$ cat src/port_ctrl_pkg.sv
// Package for the per-port control register bank.
// Assumes an AHB-Lite slave with 32-bit data, one word per register.
package port_ctrl_pkg;

    localparam int num_ports = 5;

    // ------------------------------------------------------------
    // Register indices; byte address is four times the index
    // ------------------------------------------------------------
    localparam logic [7:0] port1_phy_control = 8'h1d;
    localparam logic [7:0] port2_phy_control = 8'h2d;
    localparam logic [7:0] port3_phy_control = 8'h3d;
    localparam logic [7:0] port4_phy_control = 8'h4d;
    localparam logic [7:0] port5_phy_control = 8'h5d;
    localparam logic [7:0] port_stride = 8'h10;

    // ------------------------------------------------------------
    // Field positions
    // ------------------------------------------------------------
    localparam int indicator_blank_bit = 7;
    localparam int tx_disable_bit = 6;
    localparam int negotiation_restart_bit = 5;
    localparam int fiber_reserved_bit = 4;
    localparam int power_down_bit = 3;
    localparam int auto_crossover_disable_bit = 2;
    localparam int fixed_straight_select_bit = 1;
    localparam int mac_loop_test_bit = 0;

    localparam logic [7:0] control_reset = 8'h00;

    // ------------------------------------------------------------
    // Bus carriers
    // ------------------------------------------------------------
    typedef struct packed {
        logic [31:0] haddr;
        logic [1:0] htrans;
        logic hwrite;
        logic [2:0] hsize;
        logic hsel;
        logic hready;
    } ahb_req_t;

    typedef struct packed {
        logic [31:0] hrdata;
        logic hreadyout;
        logic hresp;
    } ahb_rsp_t;

    localparam logic [1:0] htrans_nonseq = 2'h2;
    localparam logic [1:0] htrans_seq = 2'h3;

    // Per-port controls handed to the PHY and MAC
    typedef struct packed {
        logic tx_disable;
        logic negotiation_restart;
        logic power_down;
        logic auto_crossover_enable;
        logic fixed_straight_select;
        logic mac_loop_test;
    } port_phy_t;

endpackage

$ cat src/port_phy_control_bits.sv
// Per-port PHY control register bank of a five-port switch.
// Assumes AHB-Lite single word transfers; PHY, MAC and the forwarding
// path sit outside and consume the per-port control outputs.
//
// Overview of operation
// Indicator-off bit 7 set drives the port's indicator pins high; the bank drives only port_indicator_pin_zero.
// Transmit-disable bit 6 set disables the port's transmitter.
// Writing one to bit 5 restarts negotiation; it self-clears to 0.
// Bit 3 set powers the port down; it resets to zero.
// Bit 2 set disables automatic crossover; zero enables it.
// With crossover off, bit 1 one forces MDI and zero forces MDI-X.
// Loopback bit 0 set loops frames back through the port's MAC.
// Frames from a monitor port pass the looped MAC and leave again.
// Loopback control exists at indices 29, 45, 61, 77 and 93.
`timescale 1ns/1ps
`default_nettype none

module port_phy_control_bits
    import port_ctrl_pkg::*;
(
    input wire logic core_clk,
    input wire logic reset,
    input wire port_ctrl_pkg::ahb_req_t ahb_req,
    input wire logic [31:0] hwdata,
    output var port_ctrl_pkg::ahb_rsp_t ahb_rsp,
    output logic [num_ports-1:0] port_indicator_pin_zero,
    output var port_ctrl_pkg::port_phy_t [num_ports-1:0] port_phy,
    output logic [num_ports-1:0] loop_active
);
    import port_ctrl_pkg::*;

    // ------------------------------------------------------------
    // Address decode
    // ------------------------------------------------------------
    // Returns the port number 0..4 and a hit flag for a byte address
    function automatic logic [3:0] decode(input logic [31:0] addr);
        logic [7:0] idx;
        logic [3:0] res;
        idx = addr[9:2];
        res = 4'h0;
        if (addr[31:10] == 22'h0 && addr[1:0] == 2'h0) begin
            for (int p = 0; p < num_ports; p++) begin
                if (idx == port1_phy_control + 8'(p) * port_stride) begin
                    res = {1'b1, 3'(p)};
                end
            end
        end
        return res;
    endfunction

    // ------------------------------------------------------------
    // Bus phase tracking
    // ------------------------------------------------------------
    logic wr_pend, next_wr_pend;
    logic [3:0] wr_sel, next_wr_sel;
    logic [31:0] rdata, next_rdata;
    logic [7:0] ctrl [num_ports];
    logic [7:0] next_ctrl [num_ports];
    // Restart goes straight to the output flop, so no extra stage
    logic [num_ports-1:0] next_restart;

    logic accept;
    logic [3:0] hit;

    always_comb begin
        accept = ahb_req.hsel && ahb_req.hready &&
                 (ahb_req.htrans == htrans_nonseq ||
                  ahb_req.htrans == htrans_seq);
        hit = decode(ahb_req.haddr);
        next_wr_pend = accept && ahb_req.hwrite;
        next_wr_sel = hit;
        next_rdata = 32'h0;
        if (accept && !ahb_req.hwrite && hit[3]) begin
            // Restart bit always reads zero because it self-clears
            next_rdata = {24'h0, ctrl[hit[2:0]]};
        end
    end

    // ------------------------------------------------------------
    // Control registers
    // ------------------------------------------------------------
    always_comb begin
        for (int p = 0; p < num_ports; p++) begin
            next_ctrl[p] = ctrl[p];
            next_restart[p] = 1'b0;
            if (wr_pend && wr_sel[3] && wr_sel[2:0] == 3'(p)) begin
                next_ctrl[p] = hwdata[7:0];
                // Restart is a one-cycle strobe, never stored
                next_restart[p] = hwdata[negotiation_restart_bit];
            end
            next_ctrl[p][negotiation_restart_bit] = 1'b0;
            next_ctrl[p][fiber_reserved_bit] = 1'b0;
        end
    end

    always_ff @(posedge core_clk) begin
        if (reset) begin
            wr_pend <= 1'b0;
            wr_sel <= 4'h0;
            rdata <= 32'h0;
            for (int p = 0; p < num_ports; p++) begin
                ctrl[p] <= control_reset;
            end
        end else begin
            wr_pend <= next_wr_pend;
            wr_sel <= next_wr_sel;
            rdata <= next_rdata;
            for (int p = 0; p < num_ports; p++) begin
                ctrl[p] <= next_ctrl[p];
            end
        end
    end

    // ------------------------------------------------------------
    // Registered outputs
    // ------------------------------------------------------------
    logic [num_ports-1:0] next_pins;
    port_phy_t [num_ports-1:0] next_phy;
    logic [num_ports-1:0] next_loop;

    always_comb begin
        for (int p = 0; p < num_ports; p++) begin
            // High on the pin turns the indicator off
            next_pins[p] = next_ctrl[p][indicator_blank_bit];
            next_phy[p].tx_disable =
                next_ctrl[p][tx_disable_bit];
            next_phy[p].negotiation_restart = next_restart[p];
            next_phy[p].power_down =
                next_ctrl[p][power_down_bit];
            next_phy[p].auto_crossover_enable =
                !next_ctrl[p][auto_crossover_disable_bit];
            // Only meaningful while automatic crossover is off
            next_phy[p].fixed_straight_select =
                next_ctrl[p][fixed_straight_select_bit];
            next_phy[p].mac_loop_test =
                next_ctrl[p][mac_loop_test_bit];
            // The forwarding path steers monitor-port frames through
            // this MAC while the flag stands
            next_loop[p] = next_ctrl[p][mac_loop_test_bit];
        end
    end

    always_ff @(posedge core_clk) begin
        if (reset) begin
            port_indicator_pin_zero <= '0;
            port_phy <= '0;
            loop_active <= '0;
            ahb_rsp <= '0;
        end else begin
            port_indicator_pin_zero <= next_pins;
            port_phy <= next_phy;
            loop_active <= next_loop;
            ahb_rsp <= '{hrdata: next_rdata, hreadyout: 1'b1, hresp: 1'b0};
        end
    end

endmodule

`default_nettype wire

$ cat config.mk
export PLATFORM = sky130hd
export DESIGN_NAME = port_phy_control_bits
export DESIGN_NICKNAME = d
export VERILOG_FILES = /design/src/port_ctrl_pkg.sv /design/src/port_phy_control_bits.sv
export SDC_FILE = /design/constraint.sdc
export NUM_CORES = 1
export LEC_CHECK = 0
export BUFFER_PORTS_ARGS = -buffer_cell sky130_fd_sc_hd__buf_2
export CORE_MARGIN = 1
export CORE_UTILIZATION = 44
export DETAILED_ROUTE_END_ITERATION = 6
export GPL_TIMING_DRIVEN = 0
export PLACE_DENSITY_LB_ADDON = 0.1
export SETUP_SLACK_MARGIN = 0.3
export SYNTH_ARGS = -nofsm -noshare
export SYNTH_HDL_FRONTEND = slang
export SYNTH_SLANG_ARGS = --single-unit
$ cat constraint.sdc
create_clock -name core_clk -period 2.3 [get_ports core_clk]
set_input_delay 0.46 -clock core_clk [delete_from_list [all_inputs] [get_ports core_clk]]
set_output_delay 0.46 -clock core_clk [all_outputs]
set_load 0.02 [all_outputs]
==> results.ini, run 1 <==
[drt]
drtIter0Drc=97
drtPass1Iterations=4
dr_total_vias=2192
top_layer_used=met4
drc=0
via_per_inst=4.624
routed-wl-met2_um=2796
drt_wl_total_um=5724
wl_met3_um=302
ant_nets=0
drt-met1-wl_um=2549
wl_per_cell_um=12.08

[global_route]
grt_pass1_vias=1892
grt_usage=0.1874
antenna_found_initial=0
grt_max_degree=16
gr-total-overflow=0
grt_pass1_wl_um=8956

[min_path]
min_to=wr_pend$_SDFF_PP0_
hold_depth=3
hold_path.class=in -> reg
hold_path_startpoint=ahb_req[0]

[sta]
tns_ns=0
rsz0062_at_grt=false
fmax_mhz=536.1
finalCritPeriodShare=0.8110
slew_violations=0
tightest_slew_ns=0.5564
fin_worst_skew_ns=0.009038
relSlewSlack=0.6291
hold_violations=0
hold_ws_ns=0.4040
period_needed_ns=1.865
finalSetupViolCount=0

[run_status]
outcome=completed

[clock_network]
insertion_delay_ns=0.31
root_buffer=clkbuf_8
post_cts_buffers=0
clock_tree.htree_level_count=2
clock_sinks=52
max-clock-path-buffers=2
hold_buffers=0
cts_buffers=5
cts_tree=built
path_clk_slew_ns=0.09
ctsResizeCount=0

[critical_path]
path_delay_family=simple AND/OR/NAND/NOR gates
reg2reg_from=wr_sel[2]$_SDFF_PP0_
r2r_setup_slack_ns=0.51
crit_slowest_cell=or4_4
cp_num_cells=6
cp.required_ns=2.52
worstSetupPathType=in -> reg
cp-start-kind=input pin
reg2reg_to=port_phy[14]$_SDFF_PP0_
critical_path.cell_chain=buf_2 > nor4_2 > nand4_2 > or4_4 > buf_6 > a221oi_2
crit_fanout=8
endpoint_kind=flip-flop
r2r_cells=6
crit_path_max_incr_delay_ns=0.59
worst-path-buf-inv=2
cp.arrival_ns=2.09

[die]
num_rows=27
fp.coreArea_mm2=0.005608
dieArea_mm2=0.006220
num_io_pins=148
die_y_um=78.87
start_util=0.4636
die_w_um=78.87

[power_and_ir_drop]
vdd_ir_drop_max_mv=0.3295
p_leak_nw=1.716
p_int_mw=1.310
pwr-share-comb=0.114
pwr-share-seq=0.528
swShare=0.2380
p_per_area_mw_per_mm2=513.5
power_switching_uw=408.9
clockPowerShare=0.359

[final_layout]
multi_input_area_mm2=0.001179
drive_gt1_frac=0.4254
utilization=0.5968
fin_nets=475
num_antenna_cells=0
fin_cells=474
layout_common_cells=buf_2 (92), buf_4 (57), dfxtp_1 (52), nor2_1 (41), mux2i_1 (31)
area_delta_synth_final_pct=28.73
final_common_cell=buf_2
regArea_mm2=0.001041
fillers=518

[placement]
routabilityCongestion=0.8243
place_inst=466
numPortBuffers=89
post-dp-hpwl_um=4474

[yosys]
syn_area_mm2=0.002600
synth_cell_types=40
ys_seq_elements=52
seq_area_frac_synth=0.4004
synthFlopType=dfxtp_1
synthCells=279
synth_edf_count=0
post_synth.cell_area_avg_um2=9.319
synth_warnings=0
ys_async_sr_fraction=0

[job]
cap_violations=0

flip-flops by register name, indices dropped and copies added, names as in the netlist:
name and count:
ctrl 21, port_phy 10, ahb_rsp 7, port_indicator_pin_zero 5
loop_active 4, wr_sel 4, wr_pend 1
through the flow:
stage / total power, mW / setup WS (ns) / area [um^2]
5_1_grt: 1.772 / 0.2995 / 3347
2_1_floorplan: 1.055 / 0.4043 / 2698
3_5_place_dp: 1.121 / 0.1448 / 3233
3_3_place_gp: 1.120 / 0.1431 / 3233
4_1_cts: 1.723 / 0.4668 / 3341
6_report: 1.719 / 0.4348 / 3347
logic make-up after synthesis:
group	count (synthesis)	synth area share
muxes	31	0.1193
DFF	52	0.4004
other	1	0.001442
buffers and inverters	69	0.1862
and+or+nand+nor	99	0.2093
AOI/OAI and AO/OA	27	0.08325
worst reg2reg max path, cell delays in order, from the launching register on:
cell and delay (ns):
dfxtp_1 0.32, and3b_1 0.19, buf_2 0.19, and3b_1 0.18
clkbuf_1 0.44, mux2i_1 0.29, and2_1 0.14
worst max path at each step:
stage                             to  slack, ns   startpoint
2_1_floorplan  ahb_rsp[4]$_SDFF_PP0_       0.40        reset
3_3_place_gp   ahb_rsp[4]$_SDFF_PP0_       0.14  ahb_req[30]
3_5_place_dp   ahb_rsp[9]$_SDFF_PP0_       0.14  ahb_req[37]
4_1_cts        ahb_rsp[9]$_SDFF_PP0_       0.47  ahb_req[37]
5_1_grt        ahb_rsp[9]$_SDFF_PP0_       0.30  ahb_req[37]
6_report       ahb_rsp[9]$_SDFF_PP0_       0.43  ahb_req[37]
routing by layer:
metal / track usage / up-vias
li1: - / 1120
met1: 0.2401 / 991
met2: 0.3174 / 73
met3: 0.03448 / 8
met4: 0.06000 / 0
met5: 0 / -
area by class of cell:
cell class	count	area share
repair buffers	89	0.1331
flip-flops and latches	52	0.3110
multi-input cells	184	0.3521
well taps	72	0.02692
clock inverters	2	0.01047
clock buffers	6	0.02168
plain buffers	68	0.1436
inverters	1	0.001121
cells in the mapped netlist (all sizes together), types with 2 or more instances:
cell | number | area share
buf | 63 | 0.18
dfxtp | 52 | 0.40
nor2 | 41 | 0.059
mux2i | 31 | 0.12
nand2 | 16 | 0.023
a21oi | 8 | 0.015
nor4 | 7 | 0.030
o22ai | 7 | 0.017
and2 | 6 | 0.014
nand3 | 6 | 0.012
a221oi | 5 | 0.029
clkbuf | 5 | 0.0072
o31ai | 5 | 0.014
and3b | 3 | 0.010
nand4 | 3 | 0.0096
and3 | 2 | 0.0048
nand2b | 2 | 0.0048
nor3 | 2 | 0.0058
nor3b | 2 | 0.0058
power by group through the flow:
| stage | Sequential, mW | Clock, mW | Combinational, mW |
|---|---|---|---|
| global route | 0.907 | 0.652 | 0.213 |
| finish | 0.907 | 0.616 | 0.196 |
| floorplan | 0.935 | 0 | 0.120 |
| CTS | 0.907 | 0.622 | 0.194 |
| global placement | 0.927 | 0 | 0.192 |
| detailed placement | 0.928 | 0 | 0.193 |
(Power assumes the default switching activity.)
==> run 2: changes to the inputs <==
Clock period 2.3 ns to 1.75 ns, I/O delays scaled along.
==> results.ini, run 2 (same netlist as run 1, synthesis figures left out) <==
[placement]
pre_cts_slack_ns=-0.2827  ; -0.4275 ns
post_dp_cell_area_mm2=0.003301  ; +2.1%
numPortBuffers=89  ; unchanged
routabilityCongestion=0.8506  ; +3.2%
place_inst=466  ; unchanged
post-dp-hpwl_um=4527  ; +1.2%

[power_and_ir_drop]
pwr-share-comb=0.123  ; +0.009
p_per_area_mw_per_mm2=636.8  ; +24%
power_switching_uw=560.8  ; +37%
p_int_mw=1.735  ; +33%
clockPowerShare=0.358  ; about the same
pwr-share-seq=0.519  ; -0.009
p_leak_nw=1.816  ; +5.9%
swShare=0.2442  ; +0.006277
vdd_ir_drop_max_mv=0.4293  ; +30%
p_total_mw=2.296  ; +34%

[final_layout]
layout_common_cells=buf_2 (84), buf_4 (64), dfxtp_1 (51), nor2_1 (40), mux2i_1 (29)
fin_nets=483  ; +1.7%
largest_reg_flops=21  ; unchanged
final_common_cell=buf_2
largest_register=ctrl
largestRegisters=ctrl: 21 flops, port_phy: 10 flops, ahb_rsp: 7 flops
fin_area_mm2=0.003606  ; +7.7%
area_delta_synth_final_pct=38.69
fin_cells=482  ; +1.7%
drive_gt1_frac=0.4780  ; +0.05268
fillers=526  ; +1.5%
num_antenna_cells=0  ; unchanged

[clock_network]
clock_tree.htree_level_count=2  ; unchanged
cts_tree=built
max-clock-path-buffers=2  ; unchanged
path_clk_slew_ns=0.09  ; about the same
root_buffer=clkbuf_8
cts_buffers=5  ; unchanged
insertion_delay_ns=0.30  ; about the same
clock_sinks=52  ; unchanged
hold_buffers=0  ; unchanged

[critical_path]
endpoint_kind=flip-flop
critPathLaunch=ahb_req[37]
critical_path.cell_chain=buf_6 > nor4_4 > nand4_4 > or4_4 > buf_8 > a221oi_2
cp.required_ns=1.97  ; -0.55 ns
crit_path_max_incr_delay_ns=0.55  ; -0.04 ns
crit_slowest_cell=or4_4
crit_fanout=6  ; -2
cp-start-kind=input pin
worst-path-buf-inv=2  ; unchanged
worstSetupPathType=in -> reg
path_delay_family=simple AND/OR/NAND/NOR gates
cp.arrival_ns=1.80  ; -0.29 ns
reg2reg_from=wr_sel[2]$_SDFF_PP0_

[min_path]
hold_path.class=in -> reg
hold_path_startpoint=reset

[global_route]
gr-total-overflow=0  ; unchanged
grt_pass1_wl_um=9094  ; +1.5%
grt_usage=0.1901  ; +0.002676
antenna_found_initial=0  ; unchanged
grt_max_degree=16  ; unchanged
grt_pass1_vias=2003  ; +5.9%

[sta]
finalSetupViolCount=0  ; unchanged
period_needed_ns=1.585
fmax_mhz=631.1
finalCritPeriodShare=0.9055
tightest_slew_ns=0.5549  ; -0.001561 ns
slew_violations=0  ; unchanged
relSlewSlack=0.6285  ; about the same
rsz0062_at_grt=true
tns_ns=0  ; unchanged
fin_worst_skew_ns=0.005590  ; -0.003448 ns
timing.final.ws_setup_ns=0.1654  ; -0.2694 ns
hold_violations=0  ; unchanged

[die]
start_util=0.4636  ; unchanged
dieArea_mm2=0.006220  ; unchanged
fp.coreArea_mm2=0.005608  ; unchanged
die_y_um=78.87  ; unchanged
num_rows=27  ; unchanged
num_io_pins=148  ; unchanged
die_w_um=78.87  ; unchanged

[job]
cap_violations=0  ; unchanged

[drt]
wl_per_cell_um=12.67  ; +4.9%
drtPass1Iterations=5  ; +1
drc=0  ; unchanged
drtIter0Drc=97  ; unchanged
dr_total_vias=2250  ; +2.6%
via_per_inst=4.668  ; +0.94%
drt_wl_total_um=6108  ; +6.7%
ant_nets=0  ; unchanged

[run_status]
outcome=completed

[run 2: cell types whose count changed in the layout (fill, tap and decap cells not counted), sizes merged]
cell    previous run  this run
clkbuf            11        10
buf              152       161
[run 2: cell type report]
type / instances / area, um^2 / share of cell area
clock inverter: 2 / 35.03 / 0.009715
buffer: 68 / 520.5 / 0.1443
clock buffer: 6 / 72.57 / 0.02012
inverter: 1 / 3.754 / 0.001041
tap: 72 / 90.09 / 0.02498
timing repair buffer: 97 / 546.8 / 0.1516
sequential: 52 / 1042 / 0.2890
multi-input combinational: 184 / 1295 / 0.3591
[run 2: path summary, 6_finish.rpt]
kind,endpoint,slack (ns),depth (start not counted)
worst max-delay path,ahb_rsp[8]$_SDFF_PP0_,0.17,6
worst min-delay path,wr_sel[0]$_SDFF_PP0_,0.27,2
worst max register to register,port_phy[8]$_SDFF_PP0_,0.30,6
worst min register to register,ctrl[0][3]$_SDFFE_PP0P_,0.48,2
[run 2: through the flow]
stage	utilization	hold slack [ns]
floorplan	-	0.4500
detailed placement	0.5886	0.4743
CTS	0.6258	0.2537
global placement	0.5886	0.4673
global route	0.6430	0.2678
finish	0.6430	0.2666
[run 2: worst reg2reg max path, stage by stage (launching register included)]
cell and delay (ns):
dfxtp_1 0.32, and3b_1 0.22, buf_6 0.13, and3b_2 0.22, buf_8 0.14, mux2i_2 0.23, and2_1 0.14
[run 2: what timing repair did]
| action | CTS | global route |
|---|---|---|
| setup buffers | 6 | 2 |
| pin swaps | 7 | 4 |
| gates cloned | 0 | 0 |
| setup endpoints to repair | 38 | 29 |
| gates resized for setup | 13 | 18 |
[run 2: routing by layer]
metal	part of all wire	up-vias	track usage
li1	-	1140	-
met1	0.42	1015	0.2416
met2	0.51	87	0.3226
met3	0.058	8	0.03678
met4	0.013	0	0.06182
met5	0	-	0
[run 2: power by group through the flow]
| stage | Clock (mW) | Combinational [mW] | Sequential (mW) |
|---|---|---|---|
| 6_report | 0.823 | 0.282 | 1.19 |
| 5_1_grt | 0.866 | 0.304 | 1.19 |
| 4_1_cts | 0.818 | 0.272 | 1.19 |
| 3_5_place_dp | 0 | 0.267 | 1.22 |
| 3_3_place_gp | 0 | 0.265 | 1.22 |
| 2_1_floorplan | 0 | 0.163 | 1.23 |
